$ cat config.mk
export PLATFORM = sky130hd
export DESIGN_NAME = accel_link
export DESIGN_NICKNAME = d
export VERILOG_FILES = /design/src/accel_pkg.sv /design/src/accel_link.sv
export VERILOG_INCLUDE_DIRS = /design/src
export SDC_FILE = /design/constraint.sdc
export NUM_CORES = 2
export LEC_CHECK = 0
export ABC_CLOCK_PERIOD_IN_PS = 5300
export BUFFER_PORTS_ARGS = -buffer_cell sky130_fd_sc_hd__buf_4
export CAP_MARGIN = 20
export CORE_MARGIN = 5
export CORE_UTILIZATION = 42
export DETAILED_ROUTE_END_ITERATION = 10
export PLACE_DENSITY = 0.71
export RECOVER_POWER = 50
export SYNTH_ARGS = -nofsm -noshare
export SYNTH_HDL_FRONTEND = slang
export SYNTH_SLANG_ARGS = --single-unit
$ cat constraint.sdc
create_clock -name CLK -period 5.3 [get_ports CLK]
set_input_delay 0.53 -clock CLK [delete_from_list [all_inputs] [get_ports CLK]]
set_output_delay 0.53 -clock CLK [all_outputs]
set_load 0.02 [all_outputs]
$ cat src/accel_consts.svh
// Register offsets, field positions and reset values of the accelerometer port
`ifndef ACCEL_CONSTS_SVH
`define ACCEL_CONSTS_SVH

`define RA_STATUS_REG_ALT      8'h18
`define RA_CONTROL_REG_A       8'h1b
`define RA_CONTROL_REG_B       8'h1c
`define RA_CONTROL_REG_C       8'h1d
`define RA_CONTROL_REG_D       8'h1e
`define RA_OFFSET_X            8'h20
`define RA_OFFSET_Y            8'h21
`define RA_OFFSET_Z            8'h22
`define RA_PROG_A_OUTPUT_FLAGS 8'h5f
`define RA_PROG_B_OUTPUT_FLAGS 8'h7f

`define CONTROL_REG_A_DEFAULT  8'h14
`define REG_DEFAULT            8'h00

`define POWER_CONTROL_BIT      7
`define SOFT_RESET_BIT         7
`define PROG_ENABLE_BIT        0

`define SLAVE_ADDR_LOW         7'h1e
`define SLAVE_ADDR_HIGH        7'h1d

`define AHB_IRQ_STATUS         8'h00
`define AHB_IRQ_MASK           8'h04
`define AHB_MODE               8'h08

`define EV_ACTIVE              0
`define EV_STANDBY             1
`define EV_SOFT_RESET          2
`define EV_COUNT               3

`endif

$ cat src/accel_pkg.sv
// Types shared by the accelerometer serial port and power-mode logic
package accel_pkg;

    typedef enum logic [3:0]
    {
        S_IDLE,
        S_ADDR,
        S_ADDR_ACK,
        S_RA,
        S_RA_ACK,
        S_WR,
        S_WR_ACK,
        S_RD,
        S_RD_ACK,
        S_IGNORE
    } link_state_t;

endpackage

$ cat src/accel_link.sv
// Serial register port, register space and power-mode control of the accelerometer
//
// Operation
// [RULE1] Power-on reset restores status, control, offset and program flag registers, then stand-by
// [RULE2] Power-on reset floats both interrupt pins
// [RULE3] Soft reset acts exactly like power-on reset; here it resets only register space and mode, pins float one cycle later
// [RULE4] Only a serial write of one to the power-control bit enters active mode
// [RULE5] Clearing power-control: stand-by, status to default, pins float, rest kept
// [RULE6] Writing one to the soft-reset bit goes to stand-by like power-on reset
// [RULE7] Enabled programs halt in stand-by and restart from initial state when active
// [RULE8] Device is slave only; never drives clock, start or stop
// [RULE9] A held-low clock stalls the transfer until released
// [RULE10] Bytes are eight bits, most significant first, any number per transfer
// [RULE11] Start is data falling with clock high; stop is data rising with clock high
// [RULE12] First byte holds seven-bit address and direction; answer only own address
// [RULE13] Address is 0011110 with select low, 0011101 with select high
// [RULE14] Receiver drives data low through the acknowledge clock pulse
// [RULE15] Write: address, register address, data; acknowledge all and store data
// [RULE16] Register address advances after each written data byte
// [RULE17] Read: register address, repeated start, read address, device returns data
// [RULE18] Read burst returns sequential registers while master acknowledges
// [RULE19] After a master not-acknowledge, release data until the next start
//
// Our own choices: the AHB-Lite slave port and the register addresses.
`timescale 1ns/1ps
`include "accel_consts.svh"

module accel_link
(
    input  wire logic        CLK,
    input  wire logic        RST,
    input  wire logic        HSEL,
    input  wire logic [31:0] HADDR,
    input  wire logic [1:0]  HTRANS,
    input  wire logic        HWRITE,
    input  wire logic [2:0]  HSIZE,
    input  wire logic [31:0] HWDATA,
    input  wire logic        HREADY,
    output logic      [31:0] HRDATA,
    output logic             HREADYOUT,
    output logic             HRESP,
    output logic             IRQ,
    input  wire logic        SCL_I,
    input  wire logic        SDA_I,
    output logic             SDA_O,
    output logic             SDA_OE,
    input  wire logic        ADDR_SEL,
    output logic             IRQ_PRIMARY_DATA_READY_O,
    output logic             IRQ_PRIMARY_DATA_READY_OE,
    output logic             IRQ_SECONDARY_O,
    output logic             IRQ_SECONDARY_OE,
    output logic      [1:0]  PROG_RUN,
    output logic      [1:0]  PROG_RESTART
);
    import accel_pkg::*;

    // ********************************
    // Pin synchronisers
    // ********************************
    logic [1:0]  scl_sync_q;
    logic [1:0]  sda_sync_q;
    logic [1:0]  sel_sync_q;
    logic        scl_p_q;
    logic        sda_p_q;

    always_ff @(posedge CLK)
    begin
        if (RST)
        begin
            scl_sync_q <= 2'h3;
            sda_sync_q <= 2'h3;
            sel_sync_q <= 2'h0;
            scl_p_q    <= 1'b1;
            sda_p_q    <= 1'b1;
        end
        else
        begin
            scl_sync_q <= {scl_sync_q[0], SCL_I};
            sda_sync_q <= {sda_sync_q[0], SDA_I};
            sel_sync_q <= {sel_sync_q[0], ADDR_SEL};
            scl_p_q    <= scl_sync_q[1];
            sda_p_q    <= sda_sync_q[1];
        end
    end

    logic        scl_s;
    logic        sda_s;
    logic        scl_rise;
    logic        scl_fall;
    logic        start_ev;
    logic        stop_ev;
    logic [6:0]  own_addr;

    assign scl_s    = scl_sync_q[1];
    assign sda_s    = sda_sync_q[1];
    assign scl_rise = scl_s & ~scl_p_q;
    assign scl_fall = ~scl_s & scl_p_q;
    assign start_ev = scl_s & scl_p_q & sda_p_q & ~sda_s; // RULE11
    assign stop_ev  = scl_s & scl_p_q & ~sda_p_q & sda_s; // RULE11
    assign own_addr = sel_sync_q[1] ? `SLAVE_ADDR_HIGH : `SLAVE_ADDR_LOW; // RULE13

    // ********************************
    // Serial slave engine
    // ********************************
    // The clock pin is only ever sampled: the port never stretches and
    // simply waits for the master's next edge.
    link_state_t state_q;
    logic [7:0]  sh_q;
    logic [7:0]  tx_q;
    logic [2:0]  cnt_q;
    logic        got_q;
    logic        mack_q;
    logic [7:0]  ptr_q;
    logic        sda_oe_q;
    logic [7:0]  mem [0:255];

    logic        wr_en;
    logic        soft_rst;
    logic        pc_set;
    logic        pc_clear;
    logic        active_q;

    assign wr_en    = scl_fall & got_q & (state_q == S_WR);
    assign soft_rst = wr_en & (ptr_q == `RA_CONTROL_REG_D) & sh_q[`SOFT_RESET_BIT];
    assign pc_set   = wr_en & (ptr_q == `RA_CONTROL_REG_A) & sh_q[`POWER_CONTROL_BIT] & ~active_q;
    assign pc_clear = wr_en & (ptr_q == `RA_CONTROL_REG_A) & ~sh_q[`POWER_CONTROL_BIT] & active_q;

    always_ff @(posedge CLK)
    begin
        if (RST)
        begin
            state_q  <= S_IDLE;
            sh_q     <= 8'h00;
            tx_q     <= 8'h00;
            cnt_q    <= 3'h0;
            got_q    <= 1'b0;
            mack_q   <= 1'b0;
            ptr_q    <= 8'h00;
            sda_oe_q <= 1'b0;
        end
        else if (start_ev) // RULE11
        begin
            state_q  <= S_ADDR;
            cnt_q    <= 3'h0;
            got_q    <= 1'b0;
            sda_oe_q <= 1'b0;
        end
        else if (stop_ev)
        begin
            state_q  <= S_IDLE;
            sda_oe_q <= 1'b0;
        end
        else
        begin
            case (state_q)
                S_ADDR, S_RA, S_WR:
                begin
                    if (scl_rise) // RULE9
                    begin
                        sh_q  <= {sh_q[6:0], sda_s}; // RULE10
                        cnt_q <= cnt_q + 3'h1;
                        got_q <= (cnt_q == 3'h7);
                    end
                    else if (scl_fall && got_q)
                    begin
                        got_q <= 1'b0;
                        if (state_q == S_ADDR)
                        begin
                            if (sh_q[7:1] == own_addr) // RULE12
                            begin
                                sda_oe_q <= 1'b1; // RULE14
                                state_q  <= S_ADDR_ACK;
                            end
                            else
                            begin
                                state_q <= S_IGNORE;
                            end
                        end
                        else if (state_q == S_RA)
                        begin
                            ptr_q    <= sh_q; // RULE15
                            sda_oe_q <= 1'b1; // RULE14
                            state_q  <= S_RA_ACK;
                        end
                        else
                        begin
                            ptr_q    <= ptr_q + 8'h01; // RULE16
                            sda_oe_q <= 1'b1; // RULE15
                            state_q  <= S_WR_ACK;
                        end
                    end
                end
                S_ADDR_ACK:
                begin
                    if (scl_fall)
                    begin
                        if (sh_q[0]) // RULE17
                        begin
                            tx_q     <= mem[ptr_q];
                            ptr_q    <= ptr_q + 8'h01;
                            sda_oe_q <= ~mem[ptr_q][7];
                            cnt_q    <= 3'h0;
                            state_q  <= S_RD;
                        end
                        else
                        begin
                            sda_oe_q <= 1'b0;
                            cnt_q    <= 3'h0;
                            state_q  <= S_RA;
                        end
                    end
                end
                S_RA_ACK, S_WR_ACK:
                begin
                    if (scl_fall)
                    begin
                        sda_oe_q <= 1'b0;
                        cnt_q    <= 3'h0;
                        state_q  <= S_WR;
                    end
                end
                S_RD:
                begin
                    if (scl_rise)
                    begin
                        cnt_q <= cnt_q + 3'h1;
                        got_q <= (cnt_q == 3'h7);
                    end
                    else if (scl_fall)
                    begin
                        if (got_q)
                        begin
                            got_q    <= 1'b0;
                            sda_oe_q <= 1'b0; // RULE14
                            state_q  <= S_RD_ACK;
                        end
                        else
                        begin
                            tx_q     <= {tx_q[6:0], 1'b0}; // RULE10
                            sda_oe_q <= ~tx_q[6];
                        end
                    end
                end
                S_RD_ACK:
                begin
                    if (scl_rise)
                    begin
                        mack_q <= ~sda_s;
                    end
                    else if (scl_fall)
                    begin
                        if (mack_q) // RULE18
                        begin
                            tx_q     <= mem[ptr_q];
                            ptr_q    <= ptr_q + 8'h01;
                            sda_oe_q <= ~mem[ptr_q][7];
                            cnt_q    <= 3'h0;
                            state_q  <= S_RD;
                        end
                        else
                        begin
                            state_q <= S_IGNORE; // RULE19
                        end
                    end
                end
                default:
                begin
                    sda_oe_q <= 1'b0; // RULE19
                end
            endcase
        end
    end

    // Open drain: the port only ever pulls data low and never touches the clock
    assign SDA_O  = 1'b0; // RULE8
    assign SDA_OE = sda_oe_q;

    // ********************************
    // Register space and power modes
    // ********************************
    always_ff @(posedge CLK)
    begin
        if (RST || soft_rst) // RULE1 RULE3 RULE6
        begin
            mem[`RA_STATUS_REG_ALT]      <= `REG_DEFAULT;
            mem[`RA_CONTROL_REG_A]       <= `CONTROL_REG_A_DEFAULT;
            mem[`RA_CONTROL_REG_B]       <= `REG_DEFAULT;
            mem[`RA_CONTROL_REG_C]       <= `REG_DEFAULT;
            mem[`RA_CONTROL_REG_D]       <= `REG_DEFAULT;
            mem[`RA_OFFSET_X]            <= `REG_DEFAULT;
            mem[`RA_OFFSET_Y]            <= `REG_DEFAULT;
            mem[`RA_OFFSET_Z]            <= `REG_DEFAULT;
            mem[`RA_PROG_A_OUTPUT_FLAGS] <= `REG_DEFAULT;
            mem[`RA_PROG_B_OUTPUT_FLAGS] <= `REG_DEFAULT;
        end
        else
        begin
            if (wr_en)
            begin
                mem[ptr_q] <= sh_q; // RULE15
            end
            if (pc_clear)
            begin
                mem[`RA_STATUS_REG_ALT] <= `REG_DEFAULT; // RULE5
            end
        end
    end

    logic        active_p_q;

    always_ff @(posedge CLK)
    begin
        if (RST || soft_rst) // RULE1 RULE3 RULE6
        begin
            active_q <= 1'b0;
        end
        else if (pc_set || pc_clear) // RULE4 RULE5
        begin
            active_q <= pc_set;
        end
    end

    // ********************************
    // Programs and interrupt pins
    // ********************************
    logic [1:0]  prog_en;
    logic [1:0]  pin_oe_q;
    logic [1:0]  pin_val_q;

    assign prog_en[0] = mem[`RA_CONTROL_REG_B][`PROG_ENABLE_BIT];
    assign prog_en[1] = mem[`RA_CONTROL_REG_C][`PROG_ENABLE_BIT];

    always_ff @(posedge CLK)
    begin
        if (RST)
        begin
            active_p_q <= 1'b0;
        end
        else
        begin
            active_p_q <= active_q;
        end
    end

    genvar gi;
    generate
        for (gi = 0; gi < 2; gi++)
        begin : g_prog
            always_ff @(posedge CLK)
            begin
                if (RST)
                begin
                    PROG_RUN[gi]     <= 1'b0;
                    PROG_RESTART[gi] <= 1'b0;
                    pin_oe_q[gi]     <= 1'b0;
                    pin_val_q[gi]    <= 1'b0;
                end
                else
                begin
                    PROG_RUN[gi]     <= active_q & prog_en[gi]; // RULE7
                    PROG_RESTART[gi] <= active_q & ~active_p_q & prog_en[gi]; // RULE7
                    pin_oe_q[gi]     <= active_q; // RULE2 RULE5
                    pin_val_q[gi]    <= (gi == 0) ? |mem[`RA_PROG_A_OUTPUT_FLAGS]
                                                  : |mem[`RA_PROG_B_OUTPUT_FLAGS];
                end
            end
        end
    endgenerate

    assign IRQ_PRIMARY_DATA_READY_O  = pin_val_q[0];
    assign IRQ_PRIMARY_DATA_READY_OE = pin_oe_q[0];
    assign IRQ_SECONDARY_O           = pin_val_q[1];
    assign IRQ_SECONDARY_OE          = pin_oe_q[1];

    // ********************************
    // Bus slave and interrupt
    // ********************************
    // Reads take one wait state so a write just before is already visible.
    logic [`EV_COUNT-1:0] ev;
    logic [`EV_COUNT-1:0] irq_stat_q;
    logic [`EV_COUNT-1:0] irq_mask_q;
    logic [`EV_COUNT-1:0] w1c;
    logic        wr_pend_q;
    logic        rd_wait_q;
    logic [7:0]  baddr_q;
    logic        take;

    assign take = HSEL & HREADY & HTRANS[1];
    assign ev   = {soft_rst, pc_clear, pc_set};
    assign w1c  = (wr_pend_q && baddr_q == `AHB_IRQ_STATUS) ? HWDATA[`EV_COUNT-1:0] : '0;

    always_ff @(posedge CLK)
    begin
        if (RST)
        begin
            wr_pend_q <= 1'b0;
            rd_wait_q <= 1'b0;
            baddr_q   <= 8'h00;
        end
        else
        begin
            wr_pend_q <= take & HWRITE;
            rd_wait_q <= take & ~HWRITE;
            if (take)
            begin
                baddr_q <= HADDR[7:0];
            end
        end
    end

    always_ff @(posedge CLK)
    begin
        if (RST)
        begin
            irq_stat_q <= '0;
            irq_mask_q <= '0;
            IRQ        <= 1'b0;
        end
        else
        begin
            irq_stat_q <= (irq_stat_q & ~w1c) | ev;
            if (wr_pend_q && baddr_q == `AHB_IRQ_MASK)
            begin
                irq_mask_q <= HWDATA[`EV_COUNT-1:0];
            end
            IRQ <= |(irq_stat_q & irq_mask_q);
        end
    end

    always_ff @(posedge CLK)
    begin
        if (RST)
        begin
            HRDATA <= 32'h0000_0000;
        end
        else if (rd_wait_q)
        begin
            case (baddr_q)
                `AHB_IRQ_STATUS: HRDATA <= {29'h0, irq_stat_q};
                `AHB_IRQ_MASK:   HRDATA <= {29'h0, irq_mask_q};
                `AHB_MODE:       HRDATA <= {29'h0, state_q != S_IDLE, sel_sync_q[1], active_q};
                default:         HRDATA <= 32'h0000_0000;
            endcase
        end
    end

    assign HREADYOUT = ~rd_wait_q;
    assign HRESP     = 1'b0;
endmodule

==> out/qor.log <==
qor: final_layout.layout_commonest_cell edfxtp_1
qor: final_layout.finalNonFillerCells 7,286
qor: final_layout.final_layout_size_suffix_gt1_frac 0.2123
qor: drt.route.final.wire_length 220,700 microns
qor: setup_path.arrival 5.27 ns
qor: global_routing.first_global_vias 43,470
qor: logic_synthesis.synth_instances 4,280
qor: global_routing.grt_pass1_wl 317,900 microns
qor: final_layout.fill_cells 15,939
qor: setup_path.critical-path-max-stage-delay 1.62 ns
qor: sta.final_hold_viol_count 0
qor: logic_synthesis.yosysWarningCount 0
qor: drt.route.antenna.remaining_nets 0
qor: logic_synthesis.async_reset_ff_frac 0
qor: sta.fin_worst_skew 0.02905 ns
qor: sta.final_period_util 0.9084
qor: drt.drt_pre_antenna_iters 6
qor: setup_path.worstSetupEndpointType register
qor: sta.count_of_final_max_slew_check_failures 83
qor: place.routabilityCongestion 0.8879
qor: logic_synthesis.synth_enable_flop_cells 2,040
qor: outcome.outcome complete, but fails checks
qor: setup_path.required 5.76 ns
qor: drt.via_per_inst 6.071
qor: global_routing.globalRouteMet3Util 0.06087
qor: outcome.violations capacitance limit, slew limit
qor: power.vdd_ir_drop_max 396.5 uV
qor: final_layout.layout.core_utilization 0.4742
qor: sta.final.min_clock_period 4.814 ns
qor: logic_synthesis.mapped_area 83,600 sq um
qor: clock_network.insertion_delay 0.85 ns
qor: setup_path.standard_cell_with_the_maximum_stage_delay_on_the_critical_path clkbuf_1
qor: drt.drt_first_iter_violations 6,230
qor: place.detailedPlacementHpwl 135,900 microns
qor: drt.post-route-drc-count 0
qor: setup_path.cpMostUsedCell clkbuf_1
qor: final_layout.area.sequential 62,970 sq um
qor: sta.finalSetupViolCount 0
qor: global_routing.largest_net_degree_at_the_start_of_global_routing 188
qor: sta.timing_worst_slew_pin_value 2.173 ns
qor: setup_path.cell_chain_of_the_critical_path clkbuf_1 > clkbuf_1 > o22ai_2 > nor2_1
qor: final_layout.multi_input_comb_area 19,180 sq um
qor: drt.vias 44,231
qor: global_routing.grtUsageMet1 0.2877
qor: logic_synthesis.yosysUniqueCellTypes 77
qor: setup_path.timing_worst_setup_path_type in -> reg
qor: power.design_power_total 34.87 mW
qor: sta.grt_setup_unrepaired false
qor: place.dp_cells 6,907
qor: die.num_rows 163
qor: power.power.static_leakage 31.83 nW
qor: clock_network.tritoncts yes
qor: die.number_of_placed_i_o_pins 122
qor: clock_network.cts.root.buffer_cell clkbuf_16
qor: die.die_h 456.2 microns
qor: place.port_buffers 33
qor: global_routing.top_usage_layer met2
qor: final_layout.final_design_area_no_fill 93,710 sq um
qor: die.initial_core_util 0.4230
qor: logic_synthesis.synth-seq-cells 2,125
qor: job.drv.max_cap_violation_count 4
qor: clock_network.clockBufferDepth 3
qor: clock_network.inserted_clock_buffers 200
qor: place.placed_area 87,770 sq um
qor: die.fp.coreArea 197,600 sq um
qor: die.die_area 208,100 sq um
qor: logic_synthesis.ys.flop_type edfxtp_1
qor: sta.fmaxAchievable 207.7 MHz
qor: logic_synthesis.synth_seq_area_share 0.7531
qor: logic_synthesis.syn_area_cell 19.53 sq um
qor: sta.timing.max_slew.rel_slack -0.4484
qor: setup_path.cp-start-kind input port
qor: clock_network.clock_sink_count 2,125
qor: global_routing.groute.layer.met2.usage 0.3165
qor: clock_network.clk_transition_reported_paths 0.06 ns
qor: final_layout.layout.cells.most_common_list 2,040 x edfxtp_1, 498 x mux4_2, 406 x nor2_1
qor: final_layout.fin_nets 4,569
qor: global_routing.grt-ovfl-total 0
qor: global_routing.grt_antenna_before_repair 4
qor: die.die_width 456.2 microns
qor: clock_network.post-cts-setup-buffer-count 0
qor: hold_path.worst_hold_path_type in -> reg
qor: setup_path.timing.critical_path.fanout_max 35
qor: drt.wire_per_inst 30.30 microns
qor: clock_network.htree_levels 4
qor: power.power_per_cell_area 372.1 nW/um^2
qor: sta.hold_ws 0.2146 ns
qor: global_routing.globalRouteTotalUtil 0.2089
qor: setup_path.cp_top_family buffers and inverters
qor: final_layout.syn2layout_area_growth 12.10%
qor: setup_path.path_buf_inv 2
[stage by stage]
| step | TNS (ns) | worst slack, ns |
|---|---|---|
| finish | 0 | 0.4855 |
| global route | 0 | 0.3516 |
| CTS | 0 | 0.7355 |
| detailed placement | 0 | 0.7599 |
| global placement | 0 | 0.8358 |
| floorplan | -20.18 | -0.08172 |
[logic make-up (layout without fill, tap and decap cells)]
| group | after synthesis | in the layout | share of synthesized area |
|---|---|---|---|
| compound gates | 407 | 407 | 0.03321 |
| xor+xnor | 1 | 1 | 0.0001048 |
| fa+ha+maj | 8 | 8 | 0.001197 |
| buf+inv | 302 | 636 | 0.01914 |
| flops | 2125 | 2125 | 0.7531 |
| mux | 627 | 627 | 0.1499 |
| other cells | 1 | 33 | 0.00004486 |
| simple gates | 809 | 809 | 0.04331 |
[where the power goes]
part           internal (mW)  leakage [nW]  total (mW)  switching, mW
Combinational           1.29          5.91        2.90           1.62
Clock                   7.53          2.99        13.7           6.13
Sequential              18.2          22.9        18.3          0.145
[cell type report]
cell class,count,share of cell area
flip-flops and latches,2125,0.6720
diodes,2,0.00005341
well taps,2640,0.03525
clock buffers,260,0.05648
inverters,24,0.001242
clock inverters,102,0.009132
repair buffers,250,0.02122
multi-input cells,1883,0.2046
[repair_timing]
item,in CTS,in global routing
setup endpoints to repair,0,0
endpoints found under the hold margin,19,0
hold buffers,15,0
gates resized for setup,0,0
[final timing paths]
| check | startpoint | to | slack [ns] | cells past startpoint |
|---|---|---|---|---|
| max | RST | mem[31][1] | 0.49 | 4 |
| min | HREADY | wr_pend_q | 0.21 | 3 |
| max reg2reg | scl_sync_q[1] | mem[37][4] | 0.50 | 9 |
| min reg2reg | scl_sync_q[0] | scl_sync_q[1] | 0.41 | 1 |
[Yosys cell counts (11+ instances only)]
| master | instances | share of area |
|---|---|---|
| or2_2 | 14 | 0.0010 |
| nand2_1 | 168 | 0.0075 |
| a31oi_1 | 11 | 0.00082 |
| inv_1 | 22 | 0.00099 |
| nor2b_1 | 37 | 0.0028 |
| a22oi_1 | 84 | 0.0075 |
| buf_4 | 72 | 0.0065 |
| dfxtp_1 | 85 | 0.020 |
| a22o_1 | 14 | 0.0015 |
| edfxtp_1 | 2040 | 0.73 |
| o22ai_1 | 38 | 0.0028 |
| mux2_2 | 18 | 0.0024 |
| o221ai_1 | 11 | 0.0012 |
| nand4_1 | 29 | 0.0022 |
| o21ai_0 | 51 | 0.0031 |
| nand2b_1 | 21 | 0.0016 |
| buf_2 | 61 | 0.0037 |
| nor3_1 | 28 | 0.0017 |
| a221oi_1 | 20 | 0.0021 |
| a21oi_1 | 85 | 0.0051 |
| mux4_2 | 498 | 0.13 |
| and2_1 | 16 | 0.0012 |
| buf_6 | 16 | 0.0022 |
| a211oi_1 | 27 | 0.0024 |
| mux2i_1 | 111 | 0.013 |
| nor2_1 | 409 | 0.018 |
| nand3_1 | 35 | 0.0021 |
| clkbuf_1 | 121 | 0.0054 |
[metal layers]
layer	vias to the layer above	wire length, microns	share of wire
met5	-	31	0.00014
met1	23046	82590	0.37
met2	2839	101100	0.46
met4	4	9675	0.044
li1	17847	-	-
met3	495	27390	0.12
[worst register-to-register path: cells and delay by family, from the launching register on]
family | cells | cell delay (ns)
and+or+nand+nor | 5 | 2.39
AOI/OAI and AO/OA | 1 | 0.43
buffers and inverters | 2 | 0.83
DFF | 1 | 0.35
adders and majority gates | 1 | 0.42
[registers in the layout, indices dropped and copies added (netlist names), 2 cells and up, named ones only]
register      count
sda_sync_q        2
state_q           4
irq_stat_q        3
tx_q              7
baddr_q           8
cnt_q             3
PROG_RUN          2
sh_q              8
mem            2048
HRDATA            3
PROG_RESTART      2
irq_mask_q        3
ptr_q             8
scl_sync_q        2
sel_sync_q        2
No activity file was read; power rests on OpenSTA's default activity.
